--- src/include/trim_loader_pkg.sv ---
/*
 * Shared constants and types of the temperature-indexed trim loader:
 * register offsets, flash byte map, reset values and timing.
 * Assumes a byte-wide flash of 2048 locations and a 50 MHz core clock.
 */
package trim_loader_pkg;

    // Core clock and time base
    localparam int CLK_HZ = 50_000_000;
    localparam int TICK_TIME_US = 1000;
    localparam int TICK_CYCLES = (CLK_HZ / 1_000_000) * TICK_TIME_US;

    // Register port offsets
    localparam logic [5:0] REG_PRIMARY_CFG = 6'h00;
    localparam logic [5:0] REG_SECONDARY_CFG = 6'h04;
    localparam logic [5:0] REG_OFFSET_TRIM = 6'h08;
    localparam logic [5:0] REG_SPAN_TRIM = 6'h0C;
    localparam logic [5:0] REG_OFFSET_TEMPCO = 6'h10;
    localparam logic [5:0] REG_SPAN_TEMPCO = 6'h14;
    localparam logic [5:0] REG_POWER_UP = 6'h18;
    localparam logic [5:0] REG_TEMP_INDEX = 6'h1C;
    localparam logic [5:0] REG_STATUS = 6'h20;
    localparam logic [5:0] REG_COMMAND = 6'h24;
    localparam logic [5:0] REG_USER_ADDR = 6'h28;
    localparam logic [5:0] REG_USER_DATA = 6'h2C;

    // Command bits
    localparam int CMD_RELOAD_BIT = 0;
    localparam int CMD_REFRESH_BIT = 1;
    localparam int CMD_USER_READ_BIT = 2;

    // Status bits
    localparam int STAT_ERASE_BIT = 0;
    localparam int STAT_BUSY_BIT = 1;

    // Field positions
    localparam int GAIN_LSB = 0;
    localparam int GAIN_W = 5;
    localparam int PERIOD_LSB = 0;
    localparam int PERIOD_W = 4;

    // Flash byte map
    localparam logic [10:0] OFFSET_TABLE_BASE = 11'h000;
    localparam logic [10:0] OFFSET_TABLE_LAST = 11'h15F;
    localparam logic [10:0] SPAN_TABLE_BASE = 11'h200;
    localparam logic [10:0] SPAN_TABLE_LAST = 11'h35F;
    localparam logic [10:0] PRIMARY_CFG_ADDR = 11'h600;
    localparam logic [10:0] SECONDARY_CFG_ADDR = 11'h602;
    localparam logic [10:0] OFFSET_TEMPCO_ADDR = 11'h604;
    localparam logic [10:0] SPAN_TEMPCO_ADDR = 11'h606;
    localparam logic [10:0] POWER_UP_ADDR = 11'h608;
    localparam logic [10:0] USER_BASE = 11'h700;
    localparam int USER_BYTES = 256;

    // Temperature index limits
    localparam int TABLE_ENTRIES = 176;
    localparam logic [7:0] TEMP_INDEX_MIN = 8'h00;
    localparam logic [7:0] TEMP_INDEX_MAX = 8'hAF;
    localparam int USER_POINTS_MAX = 110;

    // Reset values
    localparam logic [15:0] TRIM_RESET = 16'h0000;
    localparam logic [15:0] SECONDARY_RESET = 16'h0003;
    localparam logic [7:0] BYTE_RESET = 8'h00;

    // Loader items, in flash read order
    typedef enum logic [2:0] {
        ITEM_PRIMARY = 3'd0,
        ITEM_SECONDARY = 3'd1,
        ITEM_OFFSET_TC = 3'd2,
        ITEM_SPAN_TC = 3'd3,
        ITEM_POWER_UP = 3'd4,
        ITEM_OFFSET_TBL = 3'd5,
        ITEM_SPAN_TBL = 3'd6,
        ITEM_USER = 3'd7
    } load_item_e;

    // Loader states, Gray along the read path
    typedef enum logic [1:0] {
        ST_IDLE = 2'b00,
        ST_READ_HI = 2'b01,
        ST_READ_LO = 2'b11,
        ST_STORE = 2'b10
    } load_state_e;

    // The four trim DAC codes
    typedef struct packed {
        logic [15:0] offset_trim_word;
        logic [15:0] span_trim_word;
        logic [15:0] offset_tempco_word;
        logic [15:0] span_tempco_word;
    } trim_set_s;

endpackage : trim_loader_pkg

--- src/verilog/temp_indexed_trim_loader.sv ---
/*
 * Temperature-indexed trim loader: fetches configuration and trim words from
 * a byte-wide flash, refreshes offset and span trims from tables indexed by
 * temperature, and exposes everything on a plain register port.
 * Assumes flash read data one cycle after the read strobe, and a temperature
 * code and erase-busy flag produced on the same clock.
 */
`timescale 1ns/1ps

module temp_indexed_trim_loader
    import trim_loader_pkg::*;
#(
    parameter int MS_CYCLES = TICK_CYCLES
)
(
    // Clock and reset
    input wire logic core_clk,
    input wire logic resetn,
    // Register port
    input wire logic [5:0] reg_addr,
    input wire logic [15:0] reg_wdata,
    input wire logic reg_wr,
    input wire logic reg_rd,
    output logic [15:0] reg_rdata,
    // Flash array
    output logic [10:0] flash_addr,
    output logic flash_rd,
    input wire logic [7:0] flash_rdata,
    input wire logic flash_erase_busy,
    // Temperature converter, signed raw index
    input wire logic signed [9:0] temp_code,
    // Analog trims and amplifier
    output trim_set_s trim_words,
    output logic [GAIN_W-1:0] gain_code,
    output logic [15:0] power_up_setup_word
);

    localparam logic [31:0] MS_LAST = 32'(MS_CYCLES - 1);

    logic [15:0] primary_config_word;
    logic [15:0] secondary_config_word;
    logic [7:0] temperature_index;
    logic [7:0] user_addr_reg;
    logic [7:0] user_data_reg;
    logic [31:0] ms_cnt_reg;
    logic [PERIOD_W-1:0] period_cnt_reg;
    logic refresh_due_reg;
    logic boot_due_reg;
    load_state_e state_reg;
    load_item_e item_reg;
    load_item_e last_item_reg;
    logic [7:0] hi_byte_reg;
    logic [15:0] word_assembled;
    logic cmd_ok;
    logic cmd_reload;
    logic cmd_refresh;
    logic cmd_user;
    logic ms_tick;
    logic start_boot;
    logic start_refresh;
    logic start_user;
    logic [7:0] index_clamped;
    logic [10:0] item_base;
    logic sw_wr;
    logic [15:0] rdata_next;

    ////////////////////////////////////////////////////////////////////////
    // Command acceptance

    // Writes are commands; all are dropped while the flash is erasing
    assign cmd_ok = reg_wr && !flash_erase_busy;
    assign sw_wr = cmd_ok && (state_reg == ST_IDLE);
    assign cmd_reload = sw_wr && (reg_addr == REG_COMMAND) && reg_wdata[CMD_RELOAD_BIT];
    assign cmd_refresh = sw_wr && (reg_addr == REG_COMMAND) && reg_wdata[CMD_REFRESH_BIT];
    assign cmd_user = sw_wr && (reg_addr == REG_COMMAND) && reg_wdata[CMD_USER_READ_BIT];

    // Loader starts, highest priority first; never while erasing
    assign start_boot = (state_reg == ST_IDLE) && !flash_erase_busy && (boot_due_reg || cmd_reload);
    assign start_refresh = (state_reg == ST_IDLE) && !flash_erase_busy && !start_boot
                           && (refresh_due_reg || cmd_refresh);
    assign start_user = (state_reg == ST_IDLE) && !flash_erase_busy && !start_boot && !start_refresh && cmd_user;

    ////////////////////////////////////////////////////////////////////////
    // Refresh timer

    // Millisecond enable pulse
    assign ms_tick = (ms_cnt_reg == MS_LAST);

    always_ff @(posedge core_clk)
    begin
        if (!resetn)
            ms_cnt_reg <= '0;
        else if (ms_tick)
            ms_cnt_reg <= '0;
        else
            ms_cnt_reg <= ms_cnt_reg + 32'd1;
    end

    // Period is (field + 1) ms; reset value of the field gives 4 ms
    always_ff @(posedge core_clk)
    begin
        if (!resetn)
        begin
            period_cnt_reg <= '0;
            refresh_due_reg <= 1'b0;
        end
        else
        begin
            if (ms_tick)
            begin
                if (period_cnt_reg >= secondary_config_word[PERIOD_LSB +: PERIOD_W])
                    period_cnt_reg <= '0;
                else
                    period_cnt_reg <= period_cnt_reg + 4'd1;
            end
            // Set wins over the clear of a starting refresh
            if (ms_tick && period_cnt_reg >= secondary_config_word[PERIOD_LSB +: PERIOD_W])
                refresh_due_reg <= 1'b1;
            else if (start_refresh)
                refresh_due_reg <= 1'b0;
        end
    end

    // Full load from flash once after reset
    always_ff @(posedge core_clk)
    begin
        if (!resetn)
            boot_due_reg <= 1'b1;
        else if (start_boot)
            boot_due_reg <= 1'b0;
    end

    ////////////////////////////////////////////////////////////////////////
    // Temperature index

    // Clamp the raw code into the table range
    always_comb
    begin
        if (temp_code < 10'sd0)
            index_clamped = TEMP_INDEX_MIN;
        else if (temp_code > $signed({2'b00, TEMP_INDEX_MAX}))
            index_clamped = TEMP_INDEX_MAX;
        else
            index_clamped = temp_code[7:0];
    end

    // Index is sampled at the start of every table load
    always_ff @(posedge core_clk)
    begin
        if (!resetn)
            temperature_index <= TEMP_INDEX_MIN;
        else if (start_boot || start_refresh)
            temperature_index <= index_clamped;
    end

    ////////////////////////////////////////////////////////////////////////
    // Flash loader

    // Upper-byte address of the current item
    always_comb
    begin
        case (item_reg)
            ITEM_PRIMARY: item_base = PRIMARY_CFG_ADDR;
            ITEM_SECONDARY: item_base = SECONDARY_CFG_ADDR;
            ITEM_OFFSET_TC: item_base = OFFSET_TEMPCO_ADDR;
            ITEM_SPAN_TC: item_base = SPAN_TEMPCO_ADDR;
            ITEM_POWER_UP: item_base = POWER_UP_ADDR;
            // Index at most 0xAF keeps reads inside 0x000-0x15F and 0x200-0x35F
            ITEM_OFFSET_TBL: item_base = OFFSET_TABLE_BASE + {2'b00, temperature_index, 1'b0};
            ITEM_SPAN_TBL: item_base = SPAN_TABLE_BASE + {2'b00, temperature_index, 1'b0};
            ITEM_USER: item_base = USER_BASE + {3'b000, user_addr_reg};
            default: item_base = PRIMARY_CFG_ADDR;
        endcase
    end

    // Read strobe in the two read states; lower address is the upper half
    always_comb
    begin
        flash_rd = (state_reg == ST_READ_HI) || (state_reg == ST_READ_LO);
        flash_addr = (state_reg == ST_READ_LO) ? (item_base + 11'd1) : item_base;
    end

    assign word_assembled = {hi_byte_reg, flash_rdata};

    // Sequencer: read upper byte, read lower byte, store, next item
    always_ff @(posedge core_clk)
    begin
        if (!resetn)
        begin
            state_reg <= ST_IDLE;
            item_reg <= ITEM_PRIMARY;
            last_item_reg <= ITEM_PRIMARY;
            hi_byte_reg <= BYTE_RESET;
        end
        else
        begin
            case (state_reg)
                ST_IDLE:
                begin
                    if (start_boot)
                    begin
                        item_reg <= ITEM_PRIMARY;
                        last_item_reg <= ITEM_SPAN_TBL;
                        state_reg <= ST_READ_HI;
                    end
                    else if (start_refresh)
                    begin
                        item_reg <= ITEM_OFFSET_TBL;
                        last_item_reg <= ITEM_SPAN_TBL;
                        state_reg <= ST_READ_HI;
                    end
                    else if (start_user)
                    begin
                        item_reg <= ITEM_USER;
                        last_item_reg <= ITEM_USER;
                        state_reg <= ST_READ_HI;
                    end
                end
                ST_READ_HI: state_reg <= ST_READ_LO;
                ST_READ_LO:
                begin
                    hi_byte_reg <= flash_rdata;
                    state_reg <= ST_STORE;
                end
                ST_STORE:
                begin
                    if (item_reg == last_item_reg)
                        state_reg <= ST_IDLE;
                    else
                    begin
                        item_reg <= load_item_e'(item_reg + 3'd1);
                        state_reg <= ST_READ_HI;
                    end
                end
                default: state_reg <= ST_IDLE;
            endcase
        end
    end

    ////////////////////////////////////////////////////////////////////////
    // Calibration words

    // Loaded from flash or written by software; loader owns them while busy
    always_ff @(posedge core_clk)
    begin
        if (!resetn)
        begin
            primary_config_word <= TRIM_RESET;
            secondary_config_word <= SECONDARY_RESET;
            trim_words <= '0;
            power_up_setup_word <= TRIM_RESET;
            user_addr_reg <= BYTE_RESET;
            user_data_reg <= BYTE_RESET;
        end
        else if (state_reg == ST_STORE)
        begin
            case (item_reg)
                ITEM_PRIMARY: primary_config_word <= word_assembled;
                ITEM_SECONDARY: secondary_config_word <= word_assembled;
                ITEM_OFFSET_TC: trim_words.offset_tempco_word <= word_assembled;
                ITEM_SPAN_TC: trim_words.span_tempco_word <= word_assembled;
                ITEM_POWER_UP: power_up_setup_word <= word_assembled;
                ITEM_OFFSET_TBL: trim_words.offset_trim_word <= word_assembled;
                ITEM_SPAN_TBL: trim_words.span_trim_word <= word_assembled;
                ITEM_USER: user_data_reg <= hi_byte_reg;
                default: user_data_reg <= user_data_reg;
            endcase
        end
        else if (sw_wr)
        begin
            // Full 16-bit range accepted for every trim word
            case (reg_addr)
                REG_PRIMARY_CFG: primary_config_word <= reg_wdata;
                REG_SECONDARY_CFG: secondary_config_word <= reg_wdata;
                REG_OFFSET_TRIM: trim_words.offset_trim_word <= reg_wdata;
                REG_SPAN_TRIM: trim_words.span_trim_word <= reg_wdata;
                REG_OFFSET_TEMPCO: trim_words.offset_tempco_word <= reg_wdata;
                REG_SPAN_TEMPCO: trim_words.span_tempco_word <= reg_wdata;
                REG_POWER_UP: power_up_setup_word <= reg_wdata;
                REG_USER_ADDR: user_addr_reg <= reg_wdata[7:0];
                default: user_addr_reg <= user_addr_reg;
            endcase
        end
    end

    // Gain step select, 32 steps
    always_ff @(posedge core_clk)
    begin
        if (!resetn)
            gain_code <= '0;
        else
            gain_code <= primary_config_word[GAIN_LSB +: GAIN_W];
    end

    ////////////////////////////////////////////////////////////////////////
    // Register read port

    // Read mux; unmapped offsets read zero
    always_comb
    begin
        case (reg_addr)
            REG_PRIMARY_CFG: rdata_next = primary_config_word;
            REG_SECONDARY_CFG: rdata_next = secondary_config_word;
            REG_OFFSET_TRIM: rdata_next = trim_words.offset_trim_word;
            REG_SPAN_TRIM: rdata_next = trim_words.span_trim_word;
            REG_OFFSET_TEMPCO: rdata_next = trim_words.offset_tempco_word;
            REG_SPAN_TEMPCO: rdata_next = trim_words.span_tempco_word;
            REG_POWER_UP: rdata_next = power_up_setup_word;
            REG_TEMP_INDEX: rdata_next = {8'h00, temperature_index};
            REG_STATUS: rdata_next = {14'h0000, state_reg != ST_IDLE, flash_erase_busy};
            REG_USER_ADDR: rdata_next = {8'h00, user_addr_reg};
            REG_USER_DATA: rdata_next = {8'h00, user_data_reg};
            default: rdata_next = 16'h0000;
        endcase
    end

    // Read data stand one cycle after the strobe only
    always_ff @(posedge core_clk)
    begin
        if (!resetn)
            reg_rdata <= 16'h0000;
        else if (reg_rd)
            reg_rdata <= rdata_next;
        else
            reg_rdata <= 16'h0000;
    end

endmodule : temp_indexed_trim_loader
--- config.mk ---
export PLATFORM = sky130hd
export DESIGN_NAME = temp_indexed_trim_loader
export DESIGN_NICKNAME = d
export VERILOG_FILES = /design/src/include/trim_loader_pkg.sv /design/src/verilog/temp_indexed_trim_loader.sv
export SDC_FILE = /design/constraint.sdc
export NUM_CORES = 1
export LEC_CHECK = 0
export BUFFER_PORTS_ARGS = -buffer_cell sky130_fd_sc_hd__buf_2
export CAP_MARGIN = 20
export CORE_MARGIN = 10
export CORE_UTILIZATION = 40
export CTS_CLUSTER_SIZE = 14
export DETAILED_ROUTE_END_ITERATION = 10
export PLACE_DENSITY = 0.61
export SYNTH_ARGS = -nofsm -noshare
export SYNTH_HDL_FRONTEND = slang
export SYNTH_SLANG_ARGS = --single-unit
--- constraint.sdc ---
create_clock -name core_clk -period 3.25 [get_ports core_clk]
set_input_delay 0.1625 -clock core_clk [delete_from_list [all_inputs] [get_ports core_clk]]
set_output_delay 0.1625 -clock core_clk [all_outputs]
set_load 0.02 [all_outputs]
; After elaboration in Yosys (flattened, before gate mapping)
; Index checks and enable logic that the tools add are counted.
; W data, S select, Z words.
[op_classes]
addsub = 6
order_cmp = 3
eq_ne = 32
muxes = 42
bitwise_logic = 2
n_reduce_logical = 48
[ops]
columns = cell, n
row1 = $mux W16, 20
row2 = $pmux W16 S11, 1
row3 = $mux W64, 2
row4 = $pmux W11 S8, 1
row5 = $add A32 B1 Y32 const B, 1
row6 = $eq A32 B16 Y1 const B, 1
row7 = $reduce_and A3 Y1, 9
row8 = $eq A6 B5 Y1 const B, 4
row9 = $eq A6 B6 Y1 const B, 4
row10 = $reduce_bool A2 Y1, 11
row11 = $mux W3, 6
row12 = $mux W8, 2
row13 = $ne A2 B1 Y1 const B, 7
row14 = $logic_and A1 B1 Y1, 13
row15 = $eq A3 B3 Y1 const B, 4
row16 = $eq A6 B4 Y1 const B, 2
row17 = $add A10 B9 Y11 const A, 1
row18 = $add A11 B1 Y11 const B, 1
row19 = $mux W11, 1
row20 = $add A9 B9 Y10 const A, 1
row21 = $gt A10 B9 Y1 const B, 1
row22 = $lt A10 B1 Y1 const B, 1
row23 = $pmux W2 S4, 1
row24 = $eq A3 B2 Y1 const B, 2
row25 = other kinds (23), 36
[totals]
in_bits = 45
wordCells = 153
ff_bits = 211
output_inout_bits = 113

; Logic depth before layout (Yosys ltp)
; Gate-level depths: netlist of the first run.
[depth]
word_depth = 17
ltp_mapped = 12

; Worst setup path before layout of the first run
; No wires, ideal clock.
[synth_path]
kind = register to output
start = reg item_reg[2]
end = out flash_addr[10]
path_stages_with_launch = 13
setup_slack_ps = 290
arrival_ps = 2797
path_cell_list = dfxtp_1 > buf_2 > buf_1 > inv_1 > ha_1 > nor3_1 > nand2_1 > and2_1 > ha_1 > and3_1 > nand4_1 > nor3_1 > xor2_1
[synth_via]
elab_chain_len = 4
word_cells_on_any_way = 11
classes_between = add/sub (1) / eq/ne (7) / mux (2) / reduce/logical (1)
[synth_lines]
columns = item, line
row1 = "start, declared", temp_indexed_trim_loader.sv:50  ; load_item_e item_reg;
row2 = "start signal, assigned", temp_indexed_trim_loader.sv:231  ; item_reg <= load_item_e'(item_reg + 3'd1);
row3 = $eq A3 B3 Y1 (tied with other cells), temp_indexed_trim_loader.sv:162  ; case (item_reg)
row4 = $pmux W11 S8 *, temp_indexed_trim_loader.sv:162
row5 = $add A11 B1 Y11, temp_indexed_trim_loader.sv:180  ; flash_addr = (state_reg == ST_READ_LO) ? (item_base + 11'd1) : item_base;
row6 = $mux W11 *, temp_indexed_trim_loader.sv:180
row7 = "end, declared", temp_indexed_trim_loader.sv:26  ; output logic [10:0] flash_addr,
; Every way passes the cells marked *; elsewhere a longest branch is shown, timed or not.

; Worst setup path after layout of the first run
[layout_path]
start = reg item_reg[0]
end = out flash_addr[8]
; Same word-level chain as after synthesis.

==> flow_summary_export.csv, run 1 <==
group,metric,value,unit
timing,maxSlewHeadroom,0.3551,
setup_path,crit_start,"item_reg[0]",
hold_path,hold_path_class,"input port to register",
timing,fin_skew,0.007439,ns
setup_path,r2r_start,"state_reg[1]",
layout,n_fill_cell,2262,
placed_design,post-dp-hpwl,22660,microns
floorplanning,coreArea,23400,sq um
clock_network,clockBufferDepth,3,
clock_network,clock_sinks,210,
routing,vias,8658,
timing,fmax,325.6,MHz
global_routing,grt_usage,0.2000,
floorplanning,rows,56,
layout,syn2layout_area_growth,23.17,%
run,maxCapViolations,0,
layout,fin_area,11670,sq um
timing,setup_tns,0,ns
synth,syn_inst,1079,
synth,async_reset_ff_frac,0,
clock_network,root_buffer,"clkbuf_16",
timing,period_minus_slack,3.071,ns
timing,worst_slew_pin_slew,0.9404,ns
timing,hold_viol,0,
layout,multi_input_comb_area,4897,sq um
synth,synth.net_count,1138,
placed_design,dp_slack,0.2942,ns
routing,ant_nets,0,
routing,vias_per_cell,5.518,
routing,routed_wl,31950,microns
synth,synth-edff-count,0,
hold_path,hp-start,"temp_code[2]",
setup_path,cp_max_fo,6,
placed_design,place_area,10560,sq um
layout,num_antenna_cells,0,
synth,yosysWarnings,0,
layout,largest_reg_flops,64,
timing,setup_viol,0,
layout,regArea,4207,sq um
clock_network,clk_latency,0.51,ns
floorplanning,ios,158,
synth,ys_seq_elements,210,
layout,nNetsFinal,1292,
floorplanning,initial_utilization,0.4049,
timing,drv_slew,0,
clock_network,clk_pin_slew,0.06,ns
setup_path,path_class,"register to output pin",
routing,drt_first_pass_iters,5,
global_routing,grt_max_degree,65,
pwr,power.leakage,4.501,nW
setup_path,worstSetupStartpointType,"register",
timing,setup_slack,0.1791,ns
floorplanning,die_area,30250,sq um
global_routing,grt_first_pass_wirelength,49090,microns
pwr,p_total,6.475,mW
global_routing,grt_overflow_total,0,
pwr,ir_drop,0.0004742,V
timing,fin_crit_sh,0.9449,
placed_design,io_buffers,157,
routing,wl_per_cell,20.36,microns
global_routing,antenna_found_initial,0,
routing,route.detailed.drc,0,
synth,ys_seq_area_frac,0.4436,
clock_network,cts_made_buffers,24,
setup_path,worstPathRequired,3.09,ns
floorplanning,die_h,173.9,microns
clock_network,cts_tree,"built",
setup_path,end_kind,"output pin",
pwr,p_per_area,554.7,nW/um^2
layout,drive_above_1_share,0.2136,
global_routing,grt_pass1_vias,8259,
hold_path,min_path_cells,4,
synth,synth_ff_type,"dfxtp_1",
layout,final_core_util,0.4988,
routing,first_iter_violations,742,
clock_network,htree_num_levels,1,
synth,syn_area_per_cell,8.783,sq um
setup_path,cp.arrival,2.91,ns
floorplanning,die_w,173.9,microns
setup_path,r2r_cells,6,
status,status,"completed",
timing,rsz0062_at_grt,"false",
synth,synthDistinctLibCells,66,
synth,syn_area,9477,sq um
placed_design,gp_congestion,0.8796,
==> stage by stage <==
stage	cells	hold WS (ns)
5_1_grt	1569	0.02660
3_5_place_dp	1506	0.4301
3_3_place_gp	1506	0.4247
4_1_cts	1568	0.001064
6_report	1569	0.01025
2_1_floorplan	1079	0.2985
==> cells by family (layout without fill, tap and decap cells) <==
group           count (synthesis)  in the layout  share of synthesized area
simple gates                  387            387                     0.1907
compound gates                267            267                     0.1991
flops                         210            210                     0.4436
buf+inv                       100            271                    0.04621
mux                            60             60                    0.06403
xor+xnor                       41             41                    0.03789
fa+ha+maj                      14             14                    0.01848
==> final cells by class <==
type                            instances  share of cell area
Clock buffer                           38             0.06635
Clock inverter                          5            0.006646
Timing Repair Buffer                  211              0.1072
Multi-Input combinational cell        769              0.4196
Inverter                               17            0.005681
Sequential cell                       210              0.3604
Tap cell                              319             0.03419
==> placed cells by master, fill, tap and decap left out, types with 7 or more instances in the layout <==
cell type      synthesis  routed
mux2i_1               55      55
a21o_1                 7       7
xor2_1                10      10
nor3_1                19      17
a31oi_1                8       8
o22ai_1               11      11
clkbuf_8               0      10
clkbuf_16              0      25
a211oi_1             110     110
buf_2                 29     157
nor2b_1                7       7
a22oi_1               16      16
nor2_1               178     178
dlygate4sd3_1          0      19
buf_4                  7      34
ha_1                  14       9
nand2_1               78      77
o21ai_0                9       9
xnor2_1               31      31
nand4_1               11      11
and3_1                 9       9
inv_1                 16      16
and2_1                11      11
nor4_1                12      12
dfxtp_1              210     208
a21oi_1               58      56
nand3_1               26      26
==> synth_stat cells (all sizes together), types with 2 or more instances <==
cell type	n	area [sq um]
a22o	5	43.79
inv	16	60.06
clkbuf	44	165.2
a222oi	6	60.06
a21oi	58	290.3
a31o	5	43.79
or4	2	15.01
o2bb2ai	2	23.77
a21o	7	52.55
o22ai	12	81.33
nand2	79	299.0
a211o	6	52.55
or2	3	18.77
xnor2	31	271.5
nor2b	7	43.79
a31oi	8	50.05
nor4	13	87.58
and2	11	68.82
mux2i	55	550.5
or3	3	18.77
a211oi	110	825.8
buf	39	209.0
nor2	178	668.1
o21ai	10	50.04
o211ai	4	30.03
ha	14	175.2
xor2	10	87.58
dfxtp	210	4204
o21a	3	22.52
and4	4	35.03
nand3b	4	30.03
nand2b	2	12.51
a22oi	16	120.1
and3	9	56.30
nor4b	3	26.28
nor3	20	111.4
nand4bb	2	22.52
mux2	5	56.30
a221oi	5	43.79
nand4	11	68.82
nand3	27	147.6
nor3b	6	50.05
==> timing repair <==
action	in CTS	in global routing
pin swaps	0	1
buffers inserted	0	1
setup endpoints to repair	4	6
hold buffers	19	0
resized for setup	2	13
hold endpoints to repair	19	0
==> critical path: stages, from the launching register on <==
cell	delay, ns
dfxtp_2	0.35
ha_2	0.23
ha_2	0.23
nor3_4	0.31
nand2_2	0.14
and2_1	0.18
ha_1	0.18
and3_1	0.21
nand4_1	0.18
nor2_1	0.08
xor2_1	0.13
buf_2	0.18
==> report_power, final <==
| part | switching [mW] | internal [mW] | total, mW |
|---|---|---|---|
| Combinational | 0.558 | 0.309 | 0.867 |
| Sequential | 0.0764 | 2.67 | 2.74 |
| Clock | 1.08 | 1.78 | 2.87 |
| Total | 1.72 | 4.76 | 6.47 |
==> final timing paths <==
path / to / slack, ns
worst max-delay path: flash_addr[8] / 0.18
worst min-delay path: temperature_index[2] / 0.01
worst max register to register: secondary_config_word[9] / 0.91
worst min register to register: ms_cnt_reg[0] / 0.45
==> metal layers <==
layer,part of all wire,vias up,global-route usage,wire length [microns]
li1,-,4204,-,-
met1,0.45,4118,0.2655,14350
met2,0.45,289,0.3197,14490
met3,0.075,47,0.04962,2410
met4,0.022,0,0.04774,694
met5,0,-,0,0
(Power assumes the default switching activity.)
==> inputs of run 2 (changes only) <==
--- a/config.mk
+++ b/config.mk
@@ -11,7 +11,7 @@
 export CORE_UTILIZATION = 40
 export CTS_CLUSTER_SIZE = 14
 export DETAILED_ROUTE_END_ITERATION = 10
-export PLACE_DENSITY = 0.61
+export PLACE_DENSITY = 0.56
 export SYNTH_ARGS = -nofsm -noshare
 export SYNTH_HDL_FRONTEND = slang
 export SYNTH_SLANG_ARGS = --single-unit
==> run 2 against run 1 <==
Against the previous run:
- final cell count about the same
- hold slack better by 0.0060 ns
- non-clock buffer count increased by 3
- critical path depth is 1 lower
- via count down 1.6%
- sequential power about the same
- flip-flop and latch count unchanged
- combinational power down 2%
- critical path type unchanged
- largest cell class unchanged
==> flow_summary_export.csv, run 2 (same netlist as run 1, synthesis figures left out) <==
group,metric,value,unit
status,status,"completed",
floorplanning,die_w,173.9,microns
pwr,p_seq_frac,0.434,
routing,routed_wl,31760,microns
layout,largest_reg_flops,64,
clock_network,clock_sinks,210,
hold_path,hold_path_class,"input port to register",
clock_network,cts_made_buffers,23,
setup_path,cp_common_cell,"ha_2",
setup_path,r2r_start,"state_reg[1]",
timing,hold_viol,0,
timing,drv_slew,0,
placed_design,gp_congestion,0.8836,
floorplanning,coreArea,23400,sq um
timing,period_minus_slack,3.073,ns
pwr,p_comb_frac,0.134,
pwr,clock_power_share,0.432,
global_routing,grt_overflow_total,0,
layout,final_cell_mix,"dfxtp_1, nor2_1, buf_2",
run,maxCapViolations,0,
layout,num_antenna_cells,0,
global_routing,grt_pass1_vias,8180,
global_routing,grt_max_degree,84,
routing,drt_first_pass_iters,5,
floorplanning,rows,56,
pwr,p_per_area,545.2,nW/um^2
pwr,ir_drop,0.0003519,V
setup_path,slowest_delay,0.39,ns
layout,drive_above_1_share,0.2134,
setup_path,cp.arrival,2.91,ns
routing,route.detailed.drc,0,
timing,rsz0062_at_grt,"false",
setup_path,cp_max_fo,6,
timing,fin_crit_sh,0.9454,
timing,fmax,325.5,MHz
setup_path,critPathSlowestCell,"dfxtp_2",
clock_network,cts_tree,"built",
layout,syn2layout_area_growth,22.80,%
setup_path,r2r_slack,0.73,ns
timing,maxSlewHeadroom,0.3373,
timing,setup_viol,0,
placed_design,io_buffers,157,
pwr,swShare,0.2726,
setup_path,path_class,"register to output pin",
pwr,p_total,6.344,mW
global_routing,grt_usage,0.2007,
routing,ant_nets,0,
setup_path,crit_start,"item_reg[0]",
layout,nNetsFinal,1294,
floorplanning,ios,158,
hold_path,hp-start,"temp_code[9]",
timing,holdWs,0.01621,ns
routing,vias_per_cell,5.424,
clock_network,clk_pin_slew,0.06,ns
clock_network,htree_num_levels,1,
setup_path,worstSetupStartpointType,"register",
setup_path,cp_cell_sequence,"ha_2 -> ha_2 -> nor3_4 -> a21oi_1 -> ha_1 -> and3_1 -> nand4_1 -> nor3_2 -> xor2_1 -> buf_2",
global_routing,grt_first_pass_wirelength,49270,microns
clock_network,clk_latency,0.54,ns
timing,fin_skew,0.03093,ns
global_routing,antenna_found_initial,0,
clock_network,root_buffer,"clkbuf_16",
timing,setup_tns,0,ns
floorplanning,die_area,30250,sq um
pwr,p_int,4.615,mW
placed_design,post-dp-hpwl,22500,microns
pwr,power.leakage,4.478,nW
clock_network,clockBufferDepth,3,
pwr,p_sw,1.729,mW
timing,worst_slew_pin_slew,0.9663,ns
floorplanning,initial_utilization,0.4049,
setup_path,worstPathRequired,3.09,ns
layout,final_common_cell,"dfxtp_1",
routing,wl_per_cell,20.23,microns
timing,setup_slack,0.1773,ns
routing,vias,8516,
placed_design,dp_slack,0.3432,ns
routing,first_iter_violations,675,
floorplanning,die_h,173.9,microns
setup_path,end_kind,"output pin",
[run 2: what timing repair did]
item                                    in CTS  in global routing
endpoints found under the setup margin       4                  6
pin swaps                                    0                  3
hold buffers                                20                  0
setup buffers                                0                  2
endpoints found under the hold margin       20                  0
resized for setup                            3                 12
[run 2: worst paths after layout]
path,end,cells past startpoint
setup / recovery,flash_addr[10],10
setup reg to reg,secondary_config_word[1],6
hold / removal,temperature_index[2],3
hold reg to reg,ms_cnt_reg[0],1
[run 2: power by group through the flow]
| stage | clock network [mW] | registers [mW] | logic [mW] |
|---|---|---|---|
| 2_1_floorplan | 0 | 2.80 | 0.517 |
| 3_3_place_gp | 0 | 2.80 | 0.797 |
| 3_5_place_dp | 0 | 2.81 | 0.802 |
| 4_1_cts | 2.79 | 2.75 | 0.830 |
| 5_1_grt | 2.89 | 2.76 | 0.927 |
| 6_report | 2.74 | 2.75 | 0.852 |
[run 2: per-layer routing]
layer / up-vias / global-route usage / share of wire / routed length [microns]
li1: 4210 / - / - / -
met1: 3987 / 0.2688 / 0.45 / 14320
met2: 275 / 0.3203 / 0.45 / 14440
met3: 44 / 0.04442 / 0.073 / 2303
met4: 0 / 0.05094 / 0.022 / 701
met5: - / 0 / 0 / 0
[run 2: stage by stage]
| step | instance area (sq um) | std cells | util |
|---|---|---|---|
| after floorplan | 9477 | 1079 | - |
| after global placement | 10570 | 1507 | 0.4517 |
| after detailed placement | 10570 | 1507 | 0.4517 |
| after CTS | 11580 | 1568 | 0.4947 |
| after global routing | 11640 | 1570 | 0.4973 |
| final | 11640 | 1570 | 0.4973 |
[run 2: worst max-delay path: cells and delay by family, from the launching register on]
family / cells / cell delay [ns]
compound gates: 1 / 0.26
buf+inv: 1 / 0.18
simple gates: 4 / 0.67
xor+xnor: 1 / 0.16
flops: 1 / 0.39
fa+ha+maj: 3 / 0.70
[run 2: cell type report]
| class | instances | area (sq um) |
|---|---|---|
| well taps | 319 | 399.1 |
| flip-flops and latches | 210 | 4207 |
| clock inverters | 10 | 145.1 |
| inverters | 17 | 66.31 |
| multi-input cells | 769 | 4898 |
| repair buffers | 214 | 1276 |
| clock buffers | 31 | 645.6 |
| fillers | 2305 | 11770 |
==> inputs of run 3 (changes only) <==
--- a/config.mk
+++ b/config.mk
@@ -5,6 +5,7 @@
 export SDC_FILE = /design/constraint.sdc
 export NUM_CORES = 1
 export LEC_CHECK = 0
+export ABC_AREA = 1
 export BUFFER_PORTS_ARGS = -buffer_cell sky130_fd_sc_hd__buf_2
 export CAP_MARGIN = 20
 export CORE_MARGIN = 10
==> run 3 against run 2 <==
Against the previous run:
- synthesized cell count is 23% higher
- largest power group unchanged
- utilization fell by 1.0 points
- power fell by 6.5%
- setup slack improved by 0.028 ns
- flip-flop and latch count did not move
- final cell count rose by 16%
- die area grew 3.2%
- final area up 1.4%
- non-clock buffer count down 26
==> flow_summary_export.csv, run 3 <==
group,metric,value,unit
pwr,power.leakage,5.200,nW
layout,num_antenna_cells,0,
routing,vias_per_cell,5.327,
pwr,ir_drop,0.0004113,V
floorplanning,ios,158,
timing,fin_crit_sh,0.9367,
global_routing,grt_max_degree,91,
timing,setup_slack,0.2057,ns
timing,worst_slew_pin_slew,0.8164,ns
placed_design,post-dp-hpwl,25460,microns
layout,n_fill_cell,2534,
global_routing,grt_usage,0.2096,
timing,holdWs,0.004766,ns
setup_path,cp_cell_sequence,"ha_2 -> ha_1 -> inv_1 -> nand2_1 -> nor2_2 -> nand3_4 -> inv_1 -> nor2_2 -> ha_1 -> inv_1 -> nor2_2 -> nand3_1 -> nor2_2 -> nand2_1 -> xor2_1 -> inv_1 -> buf_2",
hold_path,hp-start,"temp_code[0]",
floorplanning,initial_utilization,0.4049,
timing,maxSlewHeadroom,0.4521,
clock_network,clk_latency,0.52,ns
routing,route.detailed.drc,0,
floorplanning,die_w,176.7,microns
synth,syn_area_per_cell,7.420,sq um
placed_design,gp_congestion,0.9285,
setup_path,r2r_start,"state_reg[1]",
synth,ys_seq_area_frac,0.4282,
timing,fin_skew,0.01049,ns
setup_path,slowest_delay,0.37,ns
global_routing,grt_pass1_vias,9043,
routing,wl_per_cell,18.80,microns
placed_design,io_buffers,157,
clock_network,clockBufferDepth,3,
routing,vias,9722,
timing,setup_viol,0,
clock_network,htree_num_levels,1,
setup_path,path_class,"register to output pin",
pwr,p_seq_frac,0.458,
synth,synth-edff-count,0,
clock_network,root_buffer,"clkbuf_16",
hold_path,hold_end,"temperature_index[0]",
synth,synth-simple-area-share,0.2200,
pwr,clock_power_share,0.421,
setup_path,r2r_cells,6,
clock_network,clk_pin_slew,0.05,ns
synth,yosys.cell_count.top_type,"dfxtp_1",
synth,synth_ff_type,"dfxtp_1",
setup_path,cp.arrival,2.88,ns
routing,drt_first_pass_iters,6,
floorplanning,die_h,176.7,microns
global_routing,grt_overflow_total,0,
run,maxCapViolations,0,
floorplanning,rows,57,
pwr,p_comb_frac,0.121,
setup_path,end_kind,"output pin",
layout,nNetsFinal,1549,
setup_path,path_delay_family,"simple AND/OR/NAND/NOR gates",
layout,drive_above_1_share,0.1879,
synth,synth_area_leaders,"dfxtp_1, nand2_1, o21ai_0",
timing,fmax,328.5,MHz
synth,ys_seq_elements,210,
setup_path,worst-path-buf-inv,5,
setup_path,critPathSlowestCell,"dfxtp_4",
clock_network,cts_tree,"built",
synth,synth-xor-area-share,0.02855,
placed_design,place_area,10840,sq um
clock_network,cts_made_buffers,24,
floorplanning,die_area,31210,sq um
setup_path,cp_max_fo,9,
synth,synth_top_family_by_area,"simple AND/OR/NAND/NOR gates",
layout,largest_reg_flops,64,
synth,syn_area,9817,sq um
setup_path,worstSetupStartpointType,"register",
layout,fin_area,11810,sq um
synth,synth-compound-area-share,0.2130,
synth,synth_fa_ha_area_frac,0.01784,
pwr,p_int,4.321,mW
clock_network,clock_sinks,210,
synth,yosysWarnings,0,
pwr,p_per_area,502.3,nW/um^2
layout,final_common_cell,"dfxtp_1",
routing,ant_nets,0,
hold_path,hold_path_class,"input port to register",
routing,first_iter_violations,773,
synth,async_reset_ff_frac,0,
timing,drv_slew,0,
setup_path,worstPathRequired,3.09,ns
layout,final_core_util,0.4868,
layout,syn2layout_area_growth,20.25,%
placed_design,dp_slack,0.5409,ns
timing,hold_viol,0,
synth,synth_top_cell_by_area,"dfxtp_1",
routing,routed_wl,34310,microns
synth,synthDistinctLibCells,50,
layout,final_cell_mix,"dfxtp_1, nand2_1, inv_1",
synth,synth.net_count,1382,
synth,synth.area.mux_share,0,
hold_path,min_path_cells,3,
setup_path,r2r_slack,1.04,ns
status,status,"completed",
global_routing,antenna_found_initial,0,
setup_path,rr_endpoint,"primary_config_word[12]",
global_routing,grt_first_pass_wirelength,52460,microns
synth,syn_inst,1323,
timing,period_minus_slack,3.044,ns
synth,yosys-top-cells-count,"dfxtp_1, nand2_1, nor2_1",
pwr,swShare,0.2713,
pwr,p_sw,1.609,mW
synth,synth_top_area_share,0.4282,
floorplanning,coreArea,24250,sq um
==> run 3: worst max path at each step <==
stage          slack, ns        endpoint        start  cells past startpoint
2_1_floorplan       0.72  flash_addr[10]  item_reg[0]                     15
3_5_place_dp        0.54  flash_addr[10]  item_reg[0]                     16
4_1_cts             0.07  flash_addr[10]  item_reg[0]                     16
5_1_grt           -0.007   flash_addr[8]  item_reg[0]                     17
6_report            0.21   flash_addr[8]  item_reg[0]                     17
3_3_place_gp        0.62   flash_addr[8]  item_reg[0]                     17
==> run 3: repair_timing <==
item | in CTS | in global routing
hold buffers | 21 | 0
endpoints found under the setup margin | 1 | 3
hold endpoints to repair | 19 | 0
setup buffers | 0 | 1
resized for setup | 1 | 14
cloned | 0 | 0
pin swaps | 0 | 2
==> run 3: final cells by class <==
class	instances	area, sq um	share of cell area
Multi-Input combinational cell	888	4738	0.4014
Sequential cell	210	4210	0.3567
Timing Repair Buffer	188	1076	0.09115
Clock buffer	34	689.4	0.05840
Inverter	178	670.6	0.05681
Tap cell	324	405.4	0.03434
Clock inverter	3	15.01	0.001272
==> run 3: per-stage QoR <==
step           power, mW  instances  TNS [ns]
2_1_floorplan      3.211       1323         0
3_3_place_gp       3.434       1766         0
3_5_place_dp       3.437       1766         0
4_1_cts            5.938       1824         0
5_1_grt            6.142       1825  -0.01288
6_report           5.930       1825         0
==> run 3: kinds of logic (layout without fill, tap and decap cells) <==
group	Yosys count	count (layout)
fa+ha+maj	14	14
buf+inv	225	403
simple gates	484	484
xor+xnor	32	32
flops	210	210
compound gates	358	358
==> run 3: routing by layer <==
metal	wire, microns	global-route usage	vias up
met2	15040	0.3248	366
met4	720	0.04378	0
met3	2870	0.04630	50
met5	0	0	-
li1	-	-	4731
met1	15690	0.2922	4575
==> run 3: worst min-delay path: cells and delay by family <==
family,cells,cell delay (ns)
AO/OA/AOI/OAI,2,0.23
buffers and inverters,1,0.07
==> run 3: power groups by stage <==
stage / clock network [mW] / logic (mW) / registers, mW
global placement: 0 / 0.667 / 2.77
floorplan: 0 / 0.428 / 2.78
global route: 2.63 / 0.792 / 2.73
CTS: 2.53 / 0.692 / 2.71
detailed placement: 0 / 0.669 / 2.77
finish: 2.50 / 0.718 / 2.72
